File: src/hdl/ascc_map.vh
`ifndef ASCC_MAP_VH
`define ASCC_MAP_VH
// register indices (byte addresses)
`define ASCC_ADDR_CTRL1      3'h0
`define ASCC_ADDR_CTRL2      3'h1
`define ASCC_ADDR_TXDATA     3'h2
`define ASCC_ADDR_RXDATA     3'h3
`define ASCC_ADDR_STATUS     3'h4
`define ASCC_ADDR_BAUD       3'h5
// control one fields
`define ASCC_C1_LOOP         7
`define ASCC_C1_WAIT_STOP    6
`define ASCC_C1_RECEIVER_SOURCE         5
`define ASCC_C1_LEN9         4
`define ASCC_C1_ROUSE        3
`define ASCC_C1_IDLE_ORIGIN  2
`define ASCC_C1_PAR_ON       1
`define ASCC_C1_PAR_ODD      0
// control two fields
`define ASCC_C2_TX_EN        3
`define ASCC_C2_RX_EN        2
`define ASCC_C2_STANDBY      1
`define ASCC_C2_BREAK        0
// reset values
`define ASCC_RST_CTRL1       8'h00
`define ASCC_RST_CTRL2       8'h00
`define ASCC_RST_BAUD        8'h0A
// timing
`define ASCC_OVERSAMPLE      5'h10
`define ASCC_IDLE_BITS8      4'hA
`define ASCC_IDLE_BITS9      4'hB
`endif

File: src/hdl/ascc_top.v
// Chosen here: the register offsets and the address-and-strobe port.
`timescale 1ns/10ps
`include "ascc_map.vh"
module ascc_top (
    input  wire       clk_i,
    input  wire       reset_n_i,
    input  wire [2:0] addr_i,
    input  wire [7:0] wdata_i,
    input  wire       wr_i,
    input  wire       rd_i,
    output reg  [7:0] rdata_o,
    input  wire       cpu_wait_i,
    input  wire       serial_in_pin_i,
    output reg        serial_out_pin_o,
    output reg        serial_out_pin_oe_o,
    output reg        rx_parity_err_o
);
    localparam TX_IDLE  = 2'h0;
    localparam TX_DATA  = 2'h1;
    localparam TX_BREAK = 2'h2;
    localparam RX_IDLE  = 1'h0;
    localparam RX_SHIFT = 1'h1;

    reg  [7:0]  ctrl1_ff;
    reg  [7:0]  ctrl2_ff;
    reg  [7:0]  baud_ff;
    reg  [7:0]  tx_buf_ff;
    reg         tx_buf_full_ff;
    reg  [7:0]  rx_buf_ff;
    reg         rx_full_ff;
    reg         rx_bit8_ff;
    reg         tx_bit8_ff;
    reg  [7:0]  baud_cnt_ff;
    reg  [3:0]  os_cnt_ff;
    reg  [1:0]  tx_st_ff;
    reg  [9:0]  tx_sh_ff;
    reg  [3:0]  tx_bits_ff;
    reg         tx_line_ff;
    reg         brk_pend_ff;
    reg         rx_st_ff;
    reg  [3:0]  rx_os_ff;
    reg  [3:0]  rx_bits_ff;
    reg  [8:0]  rx_sh_ff;
    reg  [3:0]  idle_cnt_ff;
    reg         idle_arm_ff;
    reg         pin_s1_ff;
    reg         pin_s2_ff;
    // bit7 of the last control two write, kept for the ninth transmit bit
    reg         ninth_wr_ff;

    wire loop_sel = ctrl1_ff[`ASCC_C1_LOOP];
    wire receiver_source     = ctrl1_ff[`ASCC_C1_RECEIVER_SOURCE];
    wire len9     = ctrl1_ff[`ASCC_C1_LEN9];
    wire par_on   = ctrl1_ff[`ASCC_C1_PAR_ON];
    wire par_odd  = ctrl1_ff[`ASCC_C1_PAR_ODD];
    wire rouse    = ctrl1_ff[`ASCC_C1_ROUSE];
    wire idle_org = ctrl1_ff[`ASCC_C1_IDLE_ORIGIN];
    wire standby  = ctrl2_ff[`ASCC_C2_STANDBY];
    wire brk_bit  = ctrl2_ff[`ASCC_C2_BREAK];
    wire tx_en    = ctrl2_ff[`ASCC_C2_TX_EN];
    wire rx_en    = ctrl2_ff[`ASCC_C2_RX_EN];

    // baud and bit timing frozen while cpu waits and freeze is selected
    wire run      = ~(cpu_wait_i & ctrl1_ff[`ASCC_C1_WAIT_STOP]);
    wire os_tick  = run & (baud_cnt_ff == 8'h00);
    wire bit_tick = os_tick & (os_cnt_ff == 4'hF);
    wire [3:0] char_bits = len9 ? `ASCC_IDLE_BITS9 : `ASCC_IDLE_BITS8;

    // a queued or held break takes the line ahead of buffered data
    wire brk_req   = brk_pend_ff | brk_bit;
    wire tx_idle   = (tx_st_ff == TX_IDLE);
    // buffer moves to the shifter only on the tick that starts a frame,
    // so the full flag must not drop on any earlier idle cycle
    wire tx_load   = tx_idle & bit_tick & tx_en & tx_buf_full_ff & ~brk_req;

    // internal loop keeps the pin at the mark level
    wire pin_quiet = loop_sel & ~receiver_source;

    // transmit parity over the non-parity data bits
    wire par_seed = par_odd;
    wire tx_par8  = ^tx_buf_ff[6:0] ^ par_seed;
    wire tx_par9  = ^tx_buf_ff ^ par_seed;
    wire [7:0] tx_byte = (par_on & ~len9) ?
                         {tx_par8, tx_buf_ff[6:0]} : tx_buf_ff;
    wire tx_ninth = (par_on & len9) ? tx_par9 : tx_bit8_ff;

    // receiver source selection
    wire rx_line = loop_sel ? tx_line_ff
                            : pin_s2_ff;

    wire [8:0] rx_word = len9 ? rx_sh_ff : {1'b0, rx_sh_ff[8:1]};
    wire rx_msb   = len9 ? rx_word[8] : rx_word[7];
    wire rx_par_bad = par_on & ((^rx_word) != par_odd);
    wire rx_done  = (rx_st_ff == RX_SHIFT) & os_tick & (rx_os_ff == 4'hF)
                    & (rx_bits_ff == char_bits - 4'h1);
    // only data bits enter the shifter; start and stop stay out of it
    wire rx_data_bit = (rx_bits_ff != 4'h0)
                       & (rx_bits_ff != char_bits - 4'h1);
    wire idle_hit = idle_arm_ff & bit_tick & rx_line
                    & (idle_cnt_ff == char_bits - 4'h1);
    wire wake_evt = rouse ? (rx_done & rx_msb)
                          : idle_hit;

    always @(posedge clk_i) begin
        if (!reset_n_i) begin
            pin_s1_ff <= 1'b1;
            pin_s2_ff <= 1'b1;
        end else begin
            pin_s1_ff <= serial_in_pin_i;
            pin_s2_ff <= pin_s1_ff;
        end
    end

    // register bus
    always @(posedge clk_i) begin
        if (!reset_n_i) begin
            ctrl1_ff       <= `ASCC_RST_CTRL1;
            ctrl2_ff       <= `ASCC_RST_CTRL2;
            baud_ff        <= `ASCC_RST_BAUD;
            tx_buf_ff      <= 8'h00;
            tx_bit8_ff     <= 1'b0;
            tx_buf_full_ff <= 1'b0;
            ninth_wr_ff    <= 1'b0;
            rdata_o        <= 8'h00;
        end else begin
            rdata_o <= 8'h00;
            if (wr_i && addr_i == `ASCC_ADDR_CTRL1)
                ctrl1_ff <= wdata_i;
            if (wr_i && addr_i == `ASCC_ADDR_CTRL2)
                ninth_wr_ff <= wdata_i[7];
            // a software write wins over a same-cycle hardware clear
            if (wr_i && addr_i == `ASCC_ADDR_CTRL2)
                ctrl2_ff <= wdata_i & 8'h0F;
            else if (wake_evt && rx_en)
                ctrl2_ff[`ASCC_C2_STANDBY] <= 1'b0;
            if (wr_i && addr_i == `ASCC_ADDR_BAUD)
                baud_ff <= wdata_i;
            if (wr_i && addr_i == `ASCC_ADDR_TXDATA) begin
                tx_buf_ff      <= wdata_i;
                tx_bit8_ff     <= ninth_wr_ff;
                tx_buf_full_ff <= 1'b1;
            end else if (tx_load) begin
                tx_buf_full_ff <= 1'b0;
            end
            if (rd_i) begin
                case (addr_i)
                    `ASCC_ADDR_CTRL1:  rdata_o <= ctrl1_ff;
                    `ASCC_ADDR_CTRL2:  rdata_o <= ctrl2_ff;
                    `ASCC_ADDR_RXDATA: rdata_o <= rx_buf_ff;
                    `ASCC_ADDR_STATUS: rdata_o <= {4'h0, rx_bit8_ff,
                                           rx_full_ff, tx_buf_full_ff,
                                           tx_st_ff != TX_IDLE};
                    `ASCC_ADDR_BAUD:   rdata_o <= baud_ff;
                    default:           rdata_o <= 8'h00;
                endcase
            end
        end
    end

    // baud and oversample counters
    always @(posedge clk_i) begin
        if (!reset_n_i) begin
            baud_cnt_ff <= 8'h00;
            os_cnt_ff   <= 4'h0;
        end else if (run) begin
            if (baud_cnt_ff == 8'h00) begin
                baud_cnt_ff <= baud_ff;
                os_cnt_ff   <= os_cnt_ff + 4'h1;
            end else begin
                baud_cnt_ff <= baud_cnt_ff - 8'h01;
            end
        end
    end

    // transmitter
    always @(posedge clk_i) begin
        if (!reset_n_i) begin
            tx_st_ff    <= TX_IDLE;
            tx_sh_ff    <= 10'h3FF;
            tx_bits_ff  <= 4'h0;
            tx_line_ff  <= 1'b1;
            brk_pend_ff <= 1'b0;
        end else begin
            // a 0-to-1 write of the break bit queues one break
            if (wr_i && addr_i == `ASCC_ADDR_CTRL2 &&
                wdata_i[`ASCC_C2_BREAK] && !brk_bit)
                brk_pend_ff <= 1'b1;
            else if (tx_st_ff == TX_IDLE && bit_tick && tx_en)
                brk_pend_ff <= 1'b0;
            if (bit_tick) begin
                case (tx_st_ff)
                    TX_IDLE: begin
                        tx_line_ff <= 1'b1;
                        tx_bits_ff <= 4'h0;
                        if (tx_en && (brk_pend_ff || brk_bit)) begin
                            tx_st_ff   <= TX_BREAK;
                            tx_line_ff <= 1'b0;
                        end else if (tx_en && tx_buf_full_ff) begin
                            tx_st_ff   <= TX_DATA;
                            tx_line_ff <= 1'b0;
                            tx_sh_ff   <= len9 ?
                                {1'b1, tx_ninth, tx_byte} :
                                {2'h3, tx_byte};
                        end
                    end
                    TX_DATA: begin
                        tx_line_ff <= tx_sh_ff[0];
                        tx_sh_ff   <= {1'b1, tx_sh_ff[9:1]};
                        tx_bits_ff <= tx_bits_ff + 4'h1;
                        if (tx_bits_ff == char_bits - 4'h1) begin
                            tx_st_ff   <= TX_IDLE;
                            tx_line_ff <= 1'b1;
                        end
                    end
                    TX_BREAK: begin
                        tx_bits_ff <= tx_bits_ff + 4'h1;
                        if (tx_bits_ff == char_bits - 4'h1) begin
                            tx_st_ff   <= TX_IDLE;
                            tx_line_ff <= 1'b1;
                        end
                    end
                    default: tx_st_ff <= TX_IDLE;
                endcase
            end
        end
    end

    // pin drive
    always @(posedge clk_i) begin
        if (!reset_n_i) begin
            serial_out_pin_o    <= 1'b1;
            serial_out_pin_oe_o <= 1'b0;
        end else begin
            if (pin_quiet)
                serial_out_pin_o <= 1'b1;
            else
                serial_out_pin_o <= tx_line_ff;
            serial_out_pin_oe_o <= tx_en & (~loop_sel | receiver_source);
        end
    end

    // receiver
    always @(posedge clk_i) begin
        if (!reset_n_i) begin
            rx_st_ff        <= RX_IDLE;
            rx_os_ff        <= 4'h0;
            rx_bits_ff      <= 4'h0;
            rx_sh_ff        <= 9'h000;
            rx_buf_ff       <= 8'h00;
            rx_bit8_ff      <= 1'b0;
            rx_full_ff      <= 1'b0;
            rx_parity_err_o <= 1'b0;
            idle_cnt_ff     <= 4'h0;
            idle_arm_ff     <= 1'b0;
        end else begin
            if (rd_i && addr_i == `ASCC_ADDR_RXDATA)
                rx_full_ff <= 1'b0;
            // idle count origin: after start bit or after stop bit
            if (bit_tick) begin
                if (!rx_line)
                    idle_cnt_ff <= 4'h0;
                else if (idle_hit)
                    idle_arm_ff <= 1'b0;
                else
                    idle_cnt_ff <= idle_cnt_ff + 4'h1;
            end
            if (rx_en && os_tick) begin
                case (rx_st_ff)
                    RX_IDLE: begin
                        if (!rx_line) begin
                            rx_st_ff   <= RX_SHIFT;
                            rx_os_ff   <= 4'h0;
                            rx_bits_ff <= 4'h0;
                            if (!idle_org) begin
                                idle_arm_ff <= 1'b1;
                                idle_cnt_ff <= 4'h0;
                            end
                        end
                    end
                    RX_SHIFT: begin
                        rx_os_ff <= rx_os_ff + 4'h1;
                        if (rx_os_ff == 4'h7 && rx_data_bit)
                            rx_sh_ff <= {rx_line, rx_sh_ff[8:1]};
                        if (rx_os_ff == 4'hF) begin
                            rx_bits_ff <= rx_bits_ff + 4'h1;
                            if (rx_done) begin
                                rx_st_ff <= RX_IDLE;
                                if (idle_org) begin
                                    idle_arm_ff <= 1'b1;
                                    idle_cnt_ff <= 4'h0;
                                end
                                if (!standby || (rouse && rx_msb)) begin
                                    rx_buf_ff  <= rx_word[7:0];
                                    rx_bit8_ff <= rx_word[8];
                                    rx_full_ff <= 1'b1;
                                    rx_parity_err_o <= rx_par_bad;
                                end
                            end
                        end
                    end
                    default: rx_st_ff <= RX_IDLE;
                endcase
            end
        end
    end
endmodule

File: config.mk
export PLATFORM = sky130hd
export DESIGN_NAME = ascc_top
export DESIGN_NICKNAME = d
export VERILOG_FILES = /design/src/hdl/ascc_top.v
export VERILOG_INCLUDE_DIRS = /design/src /design/src/hdl
export SDC_FILE = /design/constraint.sdc
export NUM_CORES = 1
export LEC_CHECK = 0
export BUFFER_PORTS_ARGS = -buffer_cell sky130_fd_sc_hd__buf_2
export CELL_PAD_IN_SITES_DETAIL_PLACEMENT = 0
export CELL_PAD_IN_SITES_GLOBAL_PLACEMENT = 1
export CORE_ASPECT_RATIO = 0.75
export CORE_MARGIN = 2
export CORE_UTILIZATION = 42
export CTS_CLUSTER_SIZE = 10
export DETAILED_ROUTE_END_ITERATION = 8
export HOLD_SLACK_MARGIN = 0.03
export PLACE_DENSITY = 0.81
export REMOVE_ABC_BUFFERS = 1
export SLEW_MARGIN = 25
export SYNTH_ARGS = -nofsm -noshare
export SYNTH_HDL_FRONTEND = slang
export SYNTH_SLANG_ARGS = --single-unit
export TNS_END_PERCENT = 1
File: constraint.sdc
create_clock -name clk_i -period 1.8 [get_ports clk_i]
set_input_delay 0.09 -clock clk_i [delete_from_list [all_inputs] [get_ports clk_i]]
set_output_delay 0.09 -clock clk_i [all_outputs]
set_load 0.01 [all_outputs]
==> results list <==
- The run finished, with violations left.
* Violations in the final reports: negative setup slack
- Maximum operating frequency: 543 MHz
* Antenna diode instance count: 0
- Measured against its own limit, the worst slew margin works out to 64.2%.
* Number of DRC markers in iteration 0: 423
- The library cells used most frequently in the layout, excluding fill and tap cells, are 100 x sky130_fd_sc_hd__dfxtp_1, 87 x sky130_fd_sc_hd__nand2_1, 57 x sky130_fd_sc_hd__nor2_1.
* Die span in x: 132 µm
- Net switching is 28.6% of the power.
- RSZ-0062 raised after global routing: true
- After synthesis, flip-flops and latches occupy 41.3% of the total area.
- Warning count from the yosys run: 0
- TritonCTS built the clock tree.
* Proportion of layout cells with a drive suffix above 1: 22.4%
- Setup violations, final: 15
* Mean instance size in the synthesized netlist: 8.57 µm²
- Capturing element of the worst setup path: rx_sh_ff[6]$_SDFFE_PN0P_
* Source-to-sink clock delay at the later pin of the worst-skew pair: 350 ps
- Row generation in the floorplan step produced 34 rows.
- For this run, design rule violations remaining after detail routing come to 0.
- The tool flagged a number of max-cap violations equal to 0.
- Post-detailed-routing wire length: 13,900 µm
- Height of the die: 99.7 µm
- The number of clock buffers added by TritonCTS is 9.
- Crit Path Max Fanout: 9
* FFs w/ async S/R, synth: 0%
* Final critical delay including setup and external delays: 1840 ps
- In the final design database the tool counted 693 nets.
* Final cycle utilization of the critical path: 102%
- Data arrival, critical path: 2080 ps
- Setup slack on the critical path of the routed design comes to -42.7 ps.
- Once detailed placement completed, the half-perimeter wirelength came to 10,100 µm.
- Power Dens Cells: 993 nW/µm²
- Wire length of the first global-routing pass: 22,300 µm
- Antenna-violating nets left: 0
- # placed instances: 812
- RD Place Congestion: 0.905
* Boundary pin count: 28
- Area of the core region: 11,700 µm²
* Finished Cell Area: 6280 µm²
- Largest net degree at the start of global routing: 32
- Worst hold path class: primary input to flip-flop
* Fin Hold WS: 44.1 ps
- Summed over all cells, the static leakage comes to 0.00232 µW.
- The floorplan step defined a die boundary enclosing 13,100 µm².
* Worst-Margin Slew: 537 ps
- DR pass1 iterations: 5
- Vias in the first global route: 4,264
- The worst setup path is launched from a flip-flop.
- Maximum clock skew at final layout: 6.33 ps
* H-tree lvl count: 3
- The count of pins over their slew limit was 0.
- Dividing the detail-routed wire length by the instance count gives 16.7 µm.
- Yosys mapped a number of flops with a built-in enable equal to 0.
- Maximum VDD drop: 0.000682 V
- Startpoint-to-endpoint class of the critical path: flip-flop to flip-flop
- The clock net in this run drives a total of 106 sinks.
- Once layout is complete, the utilization of the core stands at 53.5%.
- Area Growth Syn to Fin: 22.3%
* Most frequently used flop master after synthesis: sky130_fd_sc_hd__dfxtp_1
* Total via count in the routed design: 4,617
- Worst flop-to-flop path endpoint: rx_sh_ff[6]$_SDFFE_PN0P_
* Area of the mapped netlist: 5130 µm²
* Non-filler instance count after layout: 831
- No sink is reached through more buffers than the 2 on the longest clock path.
- Sequential group share of total power: 41.5%
* Antenna violations before repair: 0
* Critical R2R Launch: baud_cnt_ff[0]$_SDFFE_PN0N_
- The worst setup path is captured at a flip-flop.
* Clock-pin slew reported for the worst setup and hold paths after clock tree synthesis: 70 ps
* Via count normalized by instance count: 5.56
- Switching power: 1780 µW
- Measured in cells, the most critical reg-to-reg path has a length of 8.
- Overall Global Routing Usage: 21.7%
* Instance area after placement: 5780 µm²
* Root buf cell: sky130_fd_sc_hd__clkbuf_16
- The number of different library cells used by synthesis comes to 62.
- The internal power of the cells totals 4450 µW.
* Commonest non-fill, non-tap cell in the layout: sky130_fd_sc_hd__dfxtp_1
* WP data required: 2040 ps
- Worst setup slack for register-to-register paths: -40 ps
* Gate count after technology mapping: 599
* Clock group share of total power: 34.3%
- Effective utilization at floorplan: 43.7%
* Port Buf Inserts: 27
- Combinational cells account for 24.2% of the total power.
* Synth Register Bits: 106
- Hold Vio Cnt, Final: 0
* Remaining Overflow, GRT: 0
* Crit path from: baud_cnt_ff[0]$_SDFFE_PN0N_
## power groups by stage
| stage | Sequential (µW) | Clock [µW] | Combinational [µW] |
|---|---|---|---|
| 2_1_floorplan | 2620 | 0 | 725 |
| 4_1_cts | 2570 | 2170 | 1400 |
| 3_3_place_gp | 2620 | 0 | 1340 |
| 3_5_place_dp | 2620 | 0 | 1360 |
| 6_report | 2590 | 2140 | 1510 |
| 5_1_grt | 2600 | 2290 | 1640 |
## cells in the mapped netlist (3+ instances only)
cell type / count / share of area (%)
sky130_fd_sc_hd__a211oi_1: 4 / 0.59
sky130_fd_sc_hd__a21oi_1: 49 / 4.8
sky130_fd_sc_hd__a22oi_1: 14 / 2.0
sky130_fd_sc_hd__a31oi_1: 5 / 0.61
sky130_fd_sc_hd__and2_1: 8 / 0.98
sky130_fd_sc_hd__and3_1: 5 / 0.61
sky130_fd_sc_hd__buf_2: 4 / 0.39
sky130_fd_sc_hd__clkbuf_1: 24 / 1.8
sky130_fd_sc_hd__dfxtp_1: 106 / 41
sky130_fd_sc_hd__ha_1: 12 / 2.9
sky130_fd_sc_hd__inv_1: 9 / 0.66
sky130_fd_sc_hd__mux2_2: 11 / 2.4
sky130_fd_sc_hd__mux2i_1: 29 / 5.7
sky130_fd_sc_hd__nand2_1: 89 / 6.5
sky130_fd_sc_hd__nand2b_1: 11 / 1.3
sky130_fd_sc_hd__nand3_1: 21 / 2.0
sky130_fd_sc_hd__nand3b_1: 7 / 1.0
sky130_fd_sc_hd__nand4_1: 3 / 0.37
sky130_fd_sc_hd__nor2_1: 58 / 4.2
sky130_fd_sc_hd__nor2b_1: 10 / 1.2
sky130_fd_sc_hd__nor3_1: 15 / 1.5
sky130_fd_sc_hd__nor3b_1: 5 / 0.73
sky130_fd_sc_hd__nor4_1: 3 / 0.37
sky130_fd_sc_hd__o211ai_1: 11 / 1.6
sky130_fd_sc_hd__o21ai_0: 19 / 1.9
sky130_fd_sc_hd__o22a_1: 4 / 0.68
sky130_fd_sc_hd__o31ai_1: 6 / 0.88
sky130_fd_sc_hd__xnor2_1: 13 / 2.2
sky130_fd_sc_hd__xor2_1: 6 / 1.0
## flip-flops by register name, summed over array words and instances (netlist names), 2 cells and up
name	count
rx_sh_ff	9
rx_bits_ff	4
rx_os_ff	4
tx_st_ff	2
tx_buf_ff	8
tx_bits_ff	4
baud_cnt_ff	8
idle_cnt_ff	4
tx_sh_ff	9
baud_ff	8
ctrl2_ff	4
rx_buf_ff	8
ctrl1_ff	8
rdata_o	8
os_cnt_ff	4
## critical path, stage by stage, from the launching register on
cell and delay [ps]:
sky130_fd_sc_hd__dfxtp_1 320, sky130_fd_sc_hd__inv_2 60, sky130_fd_sc_hd__ha_2 170, sky130_fd_sc_hd__and4bb_2 310
sky130_fd_sc_hd__and3_2 270, sky130_fd_sc_hd__and3_4 210, sky130_fd_sc_hd__buf_12 130, sky130_fd_sc_hd__mux2i_1 210
sky130_fd_sc_hd__nor2_1 60
## per-stage QoR
| stage | power [µW] | TNS (ps) | setup WS [ps] |
|---|---|---|---|
| 2_1_floorplan | 3340 | -10010 | -400 |
| 4_1_cts | 6150 | -330 | -49.6 |
| 6_report | 6230 | -238 | -42.7 |
| 3_3_place_gp | 3960 | -295 | -60.0 |
| 3_5_place_dp | 3980 | -1210 | -107 |
| 5_1_grt | 6530 | -2260 | -122 |
## area by class of cell
cell class | instances | area [µm²]
Fill cell | 1097 | 5470
Multi-Input combinational cell | 453 | 2950
Sequential cell | 106 | 2130
Timing Repair Buffer | 84 | 629
Clock buffer | 12 | 246
Tap cell | 162 | 203
Clock inverter | 4 | 73.8
Inverter | 10 | 37.5
## how the worst min path moves through the flow
stage                    startpoint                        end  cells after the start
floorplan                 reset_n_i    baud_ff[1]$_SDFFE_PN1P_                      1
global placement    serial_in_pin_i       pin_s1_ff$_SDFF_PN1_                      2
detailed placement  serial_in_pin_i       pin_s1_ff$_SDFF_PN1_                      2
CTS                      wdata_i[0]  tx_buf_ff[0]$_SDFFE_PN0P_                      3
global route             wdata_i[1]   ctrl1_ff[1]$_SDFFE_PN0P_                      3
finish                   wdata_i[0]  tx_buf_ff[0]$_SDFFE_PN0P_                      3
## routing by layer
metal | part of all wire, % | track usage [%]
met2 | 44 | 34.1
met1 | 50 | 30.7
met5 | 0 | 0
met3 | 4.7 | 3.98
met4 | 1.4 | 6.19
## cell families (layout without fill, tap and decap cells)
group | count (synthesis) | after routing | synth area share [%]
AND/OR/NAND/NOR | 248 | 248 | 23.4
buffers and inverters | 40 | 110 | 3.24
flip-flops | 106 | 106 | 41.3
adder cells (fa/ha/maj) | 12 | 12 | 2.93
multiplexers | 40 | 40 | 8.07
AO/OA/AOI/OAI | 132 | 132 | 16.9
XOR/XNOR | 21 | 21 | 4.12
## timing repair
action / in CTS / in global routing
setup endpoints to repair: 30 / 47
pin swaps: 1 / 6
hold buffers: 1 / 0
resized for setup: 11 / 28
buffers inserted: 0 / 1
gates cloned: 0 / 1
hold endpoints to repair: 1 / 0
No activity file was read; power rests on OpenSTA's default activity.
